[src/hdl/hap_defines.svh]
// Constants of the hash automatic padding block
// Notes on behaviour
// RULE1 - Padding uses stored total message byte length
// RULE2 - Byte length converted to bits, closes final block
// RULE3 - Each input write subtracts its byte count; the code subtracts no more than the bytes remaining
// RULE4 - Padding starts when remaining counter hits zero
// RULE5 - Whole message: counter loaded equal to length
// RULE6 - Resumed message: counter holds only remaining bytes
// RULE7 - Both values zero disables padding entirely
// RULE8 - One bit, zeros, length; one or two blocks
`ifndef HAP_DEFINES_SVH
`define HAP_DEFINES_SVH
`define HAP_WORD_W     32
`define HAP_BLK_WORDS  16
`define HAP_IDX_W      4
`define HAP_LEN_IDX    4'hE
`define HAP_PAD_WORD   32'h80000000
`define HAP_PAD_BYTE   8'h80
`define HAP_BIT_SHIFT  3
`define HAP_BUF_DEPTH  2
`define HAP_LEN_W      32
`endif

[src/hdl/hap_pkg.sv]
// Types of the hash automatic padding block
package hap_pkg;
  // Word source state
  typedef enum logic [2:0] {
    HAP_PASS   = 3'h0,
    HAP_ONE    = 3'h1,
    HAP_ZERO   = 3'h2,
    HAP_LEN_HI = 3'h3,
    HAP_LEN_LO = 3'h4
  } hap_state_t;
endpackage

[src/hdl/hap_if.sv]
// Word stream carrier between padding logic and its buffer
`timescale 1ns/10ps
interface hap_if #(
  parameter int W = 32
);
  logic         valid;  // Word offered
  logic         ready;  // Word taken
  logic [W-1:0] data;   // Word
  logic         last;   // Final word of the message
  modport src (output valid, output data, output last, input ready);
  modport snk (input valid, input data, input last, output ready);
endinterface

[src/hdl/hap_buf.sv]
// Two-entry word buffer with valid/ready on both sides
`timescale 1ns/10ps
`include "hap_defines.svh"
module hap_buf #(
  parameter int W     = `HAP_WORD_W,
  parameter int DEPTH = `HAP_BUF_DEPTH
) (
  // Clock and reset
  input  wire logic i_clk,
  input  wire logic i_rst_b,
  input  wire logic i_ce,
  // Streams
  hap_if.snk        s_in,
  hap_if.src        s_out
);
  // Pointers are one bit wide, so only two entries can be served
  if (DEPTH != 2) begin
    $error("hap_buf: DEPTH must be 2");
  end

  // Whole buffer state
  typedef struct packed {
    logic [1:0][W:0] mem;   // Entries, last flag on top
    logic            wr;    // Write pointer
    logic            rd;    // Read pointer
    logic [1:0]      cnt;   // Entries held
  } hap_buf_st_t;

  hap_buf_st_t st_r;   // Registered state
  hap_buf_st_t st_nxt; // Next state
  logic        push;   // Word enters
  logic        pop;    // Word leaves

  // Honest full and empty drive the handshakes
  assign s_in.ready  = (st_r.cnt != 2'h2);
  assign s_out.valid = (st_r.cnt != 2'h0);
  assign s_out.data  = st_r.mem[st_r.rd][W-1:0];
  assign s_out.last  = st_r.mem[st_r.rd][W];
  assign push        = s_in.valid && s_in.ready;
  assign pop         = s_out.valid && s_out.ready;

  // Next state
  always_comb begin
    st_nxt = st_r;
    if (push) begin
      st_nxt.mem[st_r.wr] = {s_in.last, s_in.data};
      st_nxt.wr           = ~st_r.wr;
    end
    if (pop) begin
      st_nxt.rd = ~st_r.rd;
    end
    // Simultaneous push and pop keeps the count
    case ({push, pop})
      2'b10:   st_nxt.cnt = st_r.cnt + 2'h1;
      2'b01:   st_nxt.cnt = st_r.cnt - 2'h1;
      default: st_nxt.cnt = st_r.cnt;
    endcase
  end

  // State register, frozen while clock enable is low
  always_ff @(posedge i_clk or negedge i_rst_b) begin
    if (!i_rst_b) begin
      st_r <= '0;
    end else if (i_ce) begin
      st_r <= st_nxt;
    end
  end
endmodule

[src/hdl/hap_top.sv]
// Hash automatic padding: byte counting, pad and length insertion
`timescale 1ns/10ps
`include "hap_defines.svh"
module hap_top #(
  parameter int LEN_W = `HAP_LEN_W
) (
  // Clock, reset, enable
  input  wire logic             i_clk,
  input  wire logic             i_rst_b,
  input  wire logic             i_ce,
  // Configuration writes
  input  wire logic             i_len_wr,       // Store message_length_bytes
  input  wire logic             i_cnt_wr,       // Store remaining_byte_counter
  input  wire logic [LEN_W-1:0] i_cfg_value,    // Value for either write
  // Input data writes
  input  wire logic             i_in_valid,
  output logic                  o_in_ready,
  input  wire logic [31:0]      i_in_data,      // First byte in bits 31:24
  input  wire logic [1:0]       i_in_nbytes_m1, // Bytes in word minus one
  // Word stream to the hash core
  output logic                  o_out_valid,
  input  wire logic             i_out_ready,
  output logic [31:0]           o_out_data,
  output logic                  o_out_last,
  // Status
  output logic [LEN_W-1:0]      o_remaining_byte_counter,
  output logic [LEN_W-1:0]      o_message_length_bytes,
  output logic                  o_pad_busy,
  output logic                  o_msg_done      // Pulse: final word buffered
);
  // Bit length must fit the 64-bit slot; the zero fill above it is never empty
  if (LEN_W < 8 || LEN_W > 60) begin
    $error("hap_top: LEN_W must be 8..60");
  end

  // Words enter the buffer in message order: data, then the marker, then
  // zero fill up to word 14 of the block, then the bit length as two words.
  // The word index restarts on any configuration write, so software must
  // program length and counter at a block boundary of the message.
  // Only the write that moves a nonzero counter to zero arms padding; a
  // counter already at zero lets later words pass without padding.
  // Lengths are kept in bytes; the bit form exists only on the way out.
  // Limitation: one message at a time; a new configuration mid-padding
  // changes the length word still to come.
  // Back-pressure from the hash core stalls the word source, never drops.

  // Whole block state
  typedef struct packed {
    hap_pkg::hap_state_t          state; // Word source
    logic [`HAP_IDX_W-1:0]        widx;  // Word index in block
    logic [LEN_W-1:0]             len;   // message_length_bytes
    logic [LEN_W-1:0]             cnt;   // remaining_byte_counter
    logic                         done;  // Message complete pulse
  } hap_st_t;

  hap_st_t               st_r;     // Registered state
  hap_st_t               st_nxt;   // Next state
  logic [63:0]           len_bits; // Length in bits
  logic [LEN_W-1:0]      nbytes;   // Bytes of this write
  logic [LEN_W-1:0]      dec;      // Amount actually subtracted
  logic                  pad_en;   // Padding armed
  logic                  take;     // Word accepted by buffer
  logic [`HAP_IDX_W-1:0] idx_inc;  // Index after this word
  logic                  fin;      // This write empties the counter
  logic [1:0]            fin_m1;   // Counted bytes of final write minus one

  // Carriers between word source and buffer
  hap_if #(.W(`HAP_WORD_W)) w_in ();
  hap_if #(.W(`HAP_WORD_W)) w_out ();

  // Two-entry buffer lets the hash core stall without losing a word
  hap_buf #(
    .W     (`HAP_WORD_W),
    .DEPTH (`HAP_BUF_DEPTH)
  ) u_buf (
    .i_clk   (i_clk),
    .i_rst_b (i_rst_b),
    .i_ce    (i_ce),
    .s_in    (w_in.snk),
    .s_out   (w_out.src)
  );

  // Hash core side comes straight from the buffer
  assign o_out_valid    = w_out.valid;
  assign o_out_data     = w_out.data;
  assign o_out_last     = w_out.last;
  assign w_out.ready    = i_out_ready;

  // Length slot holds the byte size times eight
  assign len_bits = {{(64 - LEN_W - `HAP_BIT_SHIFT){1'b0}}, st_r.len, 3'b000}; // RULE2
  assign nbytes   = LEN_W'(i_in_nbytes_m1) + LEN_W'(1);
  // Saturate so a final write offering more bytes than remain cannot wrap the counter
  assign dec      = (nbytes > st_r.cnt) ? st_r.cnt : nbytes; // RULE3
  // Both fields zero means no padding
  assign pad_en   = (st_r.len != '0) || (st_r.cnt != '0); // RULE7
  assign idx_inc  = st_r.widx + `HAP_IDX_W'(1);
  // Word accepted by the buffer this cycle
  assign take     = w_in.valid && w_in.ready;
  // Final write: padding armed and the counter empties with this word
  assign fin      = pad_en && (st_r.cnt != '0) && (dec == st_r.cnt); // RULE4
  // Marker follows the last counted byte, not the last byte offered
  assign fin_m1   = 2'(dec - LEN_W'(1));

  // Input is refused while padding words are emitted
  // Ready also waits on buffer room, so back-pressure reaches the writer
  assign o_in_ready = (st_r.state == hap_pkg::HAP_PASS) && w_in.ready;

  // Word source and next state
  always_comb begin
    // Hold by default; no word offered
    st_nxt     = st_r;
    st_nxt.done = 1'b0;
    w_in.valid = 1'b0;
    w_in.data  = '0;
    w_in.last  = 1'b0;
    case (st_r.state)
      hap_pkg::HAP_PASS: begin
        w_in.valid = i_in_valid;
        // Unused low bytes are cleared
        case (i_in_nbytes_m1)
          2'h0:    w_in.data = {i_in_data[31:24], 24'h0};
          2'h1:    w_in.data = {i_in_data[31:16], 16'h0};
          2'h2:    w_in.data = {i_in_data[31:8], 8'h0};
          default: w_in.data = i_in_data;
        endcase
        if (fin) begin
          // Final data write: marker byte follows the last counted byte
          // Bytes offered beyond the count are not message and are dropped
          case (fin_m1) // RULE8
            2'h0:    w_in.data = {i_in_data[31:24], `HAP_PAD_BYTE, 16'h0};
            2'h1:    w_in.data = {i_in_data[31:16], `HAP_PAD_BYTE, 8'h0};
            2'h2:    w_in.data = {i_in_data[31:8], `HAP_PAD_BYTE};
            default: w_in.data = i_in_data;
          endcase
        end
        // Counter and index move only on an accepted word
        if (take) begin
          st_nxt.widx = idx_inc;
          st_nxt.cnt  = st_r.cnt - dec; // RULE3
          // Counter reaching zero starts padding on its own
          if (fin) begin // RULE4
            // No room for the marker in a full final word
            if (fin_m1 == 2'h3) begin
              st_nxt.state = hap_pkg::HAP_ONE;
            end else if (idx_inc == `HAP_LEN_IDX) begin
              st_nxt.state = hap_pkg::HAP_LEN_HI;
            end else begin
              st_nxt.state = hap_pkg::HAP_ZERO;
            end
          end
        end
      end
      hap_pkg::HAP_ONE: begin
        // Full final word: marker takes a word of its own
        w_in.valid = 1'b1;
        w_in.data  = `HAP_PAD_WORD; // RULE8
        if (take) begin
          st_nxt.widx  = idx_inc;
          st_nxt.state = (idx_inc == `HAP_LEN_IDX) ? hap_pkg::HAP_LEN_HI : hap_pkg::HAP_ZERO;
        end
      end
      hap_pkg::HAP_ZERO: begin
        // Zero fill; wraps into a second block when no room was left
        // Data stays zero from the default above
        w_in.valid = 1'b1;
        if (take) begin
          st_nxt.widx = idx_inc;
          if (idx_inc == `HAP_LEN_IDX) begin // RULE8
            st_nxt.state = hap_pkg::HAP_LEN_HI;
          end
        end
      end
      hap_pkg::HAP_LEN_HI: begin
        // Upper half of the 64-bit bit length
        w_in.valid = 1'b1;
        w_in.data  = len_bits[63:32]; // RULE2
        if (take) begin
          st_nxt.widx  = idx_inc;
          st_nxt.state = hap_pkg::HAP_LEN_LO;
        end
      end
      hap_pkg::HAP_LEN_LO: begin
        // Lower half closes the message
        w_in.valid = 1'b1;
        w_in.data  = len_bits[31:0]; // RULE2
        w_in.last  = 1'b1;
        if (take) begin
          st_nxt.widx  = '0;
          st_nxt.done  = 1'b1; // RULE8
          st_nxt.state = hap_pkg::HAP_PASS;
        end
      end
      default: begin
        // Unused codes fall back to pass-through
        st_nxt.state = hap_pkg::HAP_PASS;
      end
    endcase
    // Configuration writes restart block alignment
    // A write beats a decrement of the same cycle
    if (i_len_wr) begin
      st_nxt.len  = i_cfg_value; // RULE1
      st_nxt.widx = '0;
    end
    if (i_cnt_wr) begin
      st_nxt.cnt  = i_cfg_value; // RULE5 RULE6
      st_nxt.widx = '0;
    end
  end

  // State register, frozen while clock enable is low
  always_ff @(posedge i_clk or negedge i_rst_b) begin
    if (!i_rst_b) begin
      st_r <= '0;
    end else if (i_ce) begin
      st_r <= st_nxt;
    end
  end

  // Status straight from state flops
  assign o_remaining_byte_counter = st_r.cnt;
  assign o_message_length_bytes   = st_r.len;
  // Busy covers marker, fill and length words
  assign o_pad_busy               = (st_r.state != hap_pkg::HAP_PASS);
  assign o_msg_done               = st_r.done;
endmodule

[config.mk]
export PLATFORM = sky130hd
export DESIGN_NAME = hap_top
export DESIGN_NICKNAME = d
export VERILOG_FILES = /design/src/hdl/hap_pkg.sv /design/src/hdl/hap_if.sv /design/src/hdl/hap_buf.sv /design/src/hdl/hap_top.sv
export VERILOG_INCLUDE_DIRS = /design/src /design/src/hdl
export SDC_FILE = /design/constraint.sdc
export NUM_CORES = 1
export LEC_CHECK = 0
export ABC_AREA = 1
export ABC_CLOCK_PERIOD_IN_PS = 2950
export BUFFER_PORTS_ARGS = -buffer_cell sky130_fd_sc_hd__buf_2
export CAP_MARGIN = 20
export CORE_ASPECT_RATIO = 0.9
export CORE_MARGIN = 2
export CORE_UTILIZATION = 50
export CTS_CLUSTER_SIZE = 12
export DETAILED_ROUTE_END_ITERATION = 10
export PLACE_DENSITY = 0.72
export SYNTH_ARGS = -nofsm -noshare
export SYNTH_HDL_FRONTEND = slang
export SYNTH_SLANG_ARGS = --single-unit
[constraint.sdc]
create_clock -name i_clk -period 2.95 [get_ports i_clk]
set_clock_uncertainty 0.15 [all_clocks]
set_input_delay 0.4425 -clock i_clk [delete_from_list [all_inputs] [get_ports i_clk]]
set_output_delay 0.4425 -clock i_clk [all_outputs]
set_load 0.02 [all_outputs]
==> impl_metrics.tcl <==
set metrics [dict create \
    path_clk_slew_ns 0.07 \
    yosys.area.top_type "dfrtp_1" \
    routed_wirelength_um 27560 \
    nFillCells 1425 \
    nets 1496 \
    violations "setup timing" \
    clkPwrFrac 0.207 \
    drt_first_pass_iters 5 \
    required_ns 3.12 \
    yosysWarnings 0 \
    ys_ff_latch 142 \
    grtUsageTotal 0.2954 \
    synth_common_cells "nand2_1 (426), dfrtp_1 (142), inv_1 (101), o21ai_0 (93), buf_4 (69)" \
    grt_pass1_vias 8118 \
    critical_path.startpoint_type "input port" \
    port_buffers 173 \
    path_max_fanout 5 \
    synth-seq-area-share 0.4046 \
    synthArstFlopShare 1.000 \
    crit_type "input port to flip-flop" \
    avgSynthCellArea_sq_um 7.313 \
    p_per_area_nw_per_um2 889.5 \
    synth.most_common_cell "nand2_1" \
    maxCapViolations 0 \
    worst_pin_slew_ns 0.8189 \
    post-route-drc-count 0 \
    max_slew_margin 0.4507 \
    syn_area_sq_um 8783 \
    chipHeight_um 129.7 \
    drt_iter0_drc 821 \
    row_count 45 \
    post-dp-hpwl_um 19360 \
    pwr-share-comb 0.500 \
    post-route-period-util 1.028 \
    place_ws_ns -0.6988 \
    final_cell_count_no_fill 1655 \
    cts_inserted_buffers 17 \
    worst_setup_path_end_kind "flip-flop" \
    ioPinCount 174 \
    postSynthCellCount 1201 \
    die_area_sq_um 18640 \
    synth_top_family_by_area "simple AND/OR/NAND/NOR gates" \
    gp_congestion 0.9624 \
    gr-total-overflow 0 \
    start_util 0.5149 \
    synth_area_leaders "dfrtp_1 (40%), nand2_1 (18%), buf_4 (5.9%), o21ai_0 (5.3%), inv_1 (4.3%)" \
    final_area_sq_um 11600 \
    fmax_mhz 329.7 \
    synth_edf_count 0 \
    ys_types 40 \
    clock_sinks 142 \
    grt_first_pass_wirelength_um 42520 \
    max-vdd-ir-drop_uv 512.8 \
    setup_viol 38 \
    syn_nets 1290 \
    cts_tree "done" \
    drive_gt1_frac 0.3535 \
    cts-root-buf "clkbuf_16" \
    syn_to_final_growth_pct 32.08 \
    dp_cells 1603 \
    synthMuxAreaShare 0.01652 \
    cp.arrival_ns 3.20 \
    p_sw_w 0.004597 \
    h-tree-depth 4 \
    vias 8853 \
    grt_max_degree 71 \
    final.setup.tns_ns -1.168 \
    wire_per_inst_um 16.65 \
    synth_flop_cell "dfrtp_1" \
    hold_viol 0 \
    synth_top_area_frac 0.4046 \
    fin_util 0.6800 \
    antenna_found_initial 0 \
    synthSimpleGateAreaFrac 0.2567 \
    p_int_w 0.005722 \
    fin_crit_ns 3.034 \
    ant_nets 0 \
    p_seq_frac 0.294 \
    clockBufferDepth 2 \
    placed_cell_area_sq_um 10230 \
    dieWidth_um 143.7 \
    rsz0062_at_grt "yes" \
    num_antenna_cells 0 \
    p_sw_frac 0.4455 \
    clk_latency_ns 0.43 \
    synth_compound_area_frac 0.1466 \
    viasPerCell 5.349 \
    core_area_sq_um 17060 \
    slew_violations 0 \
    synthAdderAreaFrac 0.02365 \
    setup_ws_ns -0.08350 \
    run_status "finished, violations left" \
    synth_xor_area_frac 0.01895 \
    p_leak_nw 6.033 \
    hold_class "input port to flip-flop" \
]
power by group through the flow:
stage               sequential, W  clock [W]  combinational [W]
finish                    0.00303    0.00213            0.00516
global route              0.00310    0.00224            0.00563
CTS                       0.00300    0.00215            0.00485
detailed placement        0.00302          0            0.00467
global placement          0.00300          0            0.00461
floorplan                 0.00297          0            0.00322
area by class of cell:
class	count	area, sq um	share of cell area
clock buffer	19	452.9	0.03904
timing repair buffer	304	2047	0.1764
sequential	142	3553	0.3063
multi-input combinational	828	4676	0.4030
clock inverter	13	130.1	0.01122
inverter	114	447.9	0.03861
tap	235	294.0	0.02535
layout by cell type (no fill, tap or decap), drive strengths merged, types with 2 or more instances in the layout:
cell	instances
nor3	7
o31ai	16
a31oi	3
o211ai	8
o22ai	4
xnor2	2
nand2	427
nand3	49
buf	303
clkinv	9
o21ai	132
mux2	12
ha	15
a21oi	38
o21a	5
inv	116
or2	2
clkbuf	19
nor2	66
xor2	17
dfrtp	142
o221ai	5
a22o	7
nand4	8
worst paths after layout:
| kind | start | end | slack, ns | cells past startpoint |
|---|---|---|---|---|
| hold reg to reg | u_buf.st_r[20]$_DFFE_PN0P_ | u_buf.st_r[20]$_DFFE_PN0P_ | 0.32 | 2 |
| hold / removal | i_cfg_value[7] | o_message_length_bytes[7]$_DFFE_PN0P_ | 0.11 | 2 |
| max in group asynchronous | i_rst_b | o_remaining_byte_counter[15]$_DFFE_PN0P_ | 1.45 | 3 |
| min in group asynchronous | i_rst_b | u_buf.st_r[33]$_DFFE_PN0P_ | 0.45 | 2 |
| setup reg to reg | o_remaining_byte_counter[2]$_DFFE_PN0P_ | o_remaining_byte_counter[17]$_DFFE_PN0P_ | -0.06 | 19 |
| setup / recovery | i_in_nbytes_m1[0] | o_remaining_byte_counter[17]$_DFFE_PN0P_ | -0.08 | 22 |
kinds of logic after synthesis:
| family | Yosys count |
|---|---|
| compound gates | 220 |
| xor+xnor | 19 |
| fa+ha+maj | 16 |
| buf+inv | 231 |
| flops | 142 |
| mux | 13 |
| simple gates | 560 |
timing repair:
item	in CTS	in global routing
hold endpoints to repair	66	0
endpoints found under the setup margin	76	80
setup buffers	11	7
cloned	4	0
hold buffers	1	0
resized for setup	80	93
pin swaps	40	38
per-stage QoR:
stage	hold WS, ns	power, W
4_1_cts	0.1024	0.01000
5_1_grt	0.1193	0.01096
6_report	0.1101	0.01032
2_1_floorplan	-0.003091	0.006189
3_5_place_dp	0.3092	0.007691
3_3_place_gp	0.3071	0.007603
state kept, by name, summed over array words and instances (netlist names):
register / flops
o_remaining_byte_counter: 32
st_r: 7
u_buf.st_r: 70
o_message_length_bytes: 32
o_msg_done: 1
layer usage:
layer,part of all wire,GRT usage
met5,0,0
met1,0.43,0.4253
met2,0.47,0.4647
met4,0.026,0.1015
met3,0.073,0.03780
worst max-delay path, cell delays in order:
cell and delay, ns:
buf_12 0.10, inv_12 0.03, ha_4 0.27, inv_4 0.04, ha_4 0.27, nand2_1 0.06
nand2_2 0.07, nand2_1 0.07, nand2_2 0.11, nand3_4 0.10, o21ai_2 0.15, ha_4 0.24
a21oi_2 0.12, o21a_1 0.16, nand4_1 0.20, inv_2 0.15, nand2_4 0.08, nor2_4 0.15
nand2_2 0.06, xnor2_1 0.12, o21ai_1 0.15, nand2_1 0.07
No activity file was read; power rests on OpenSTA's default activity.
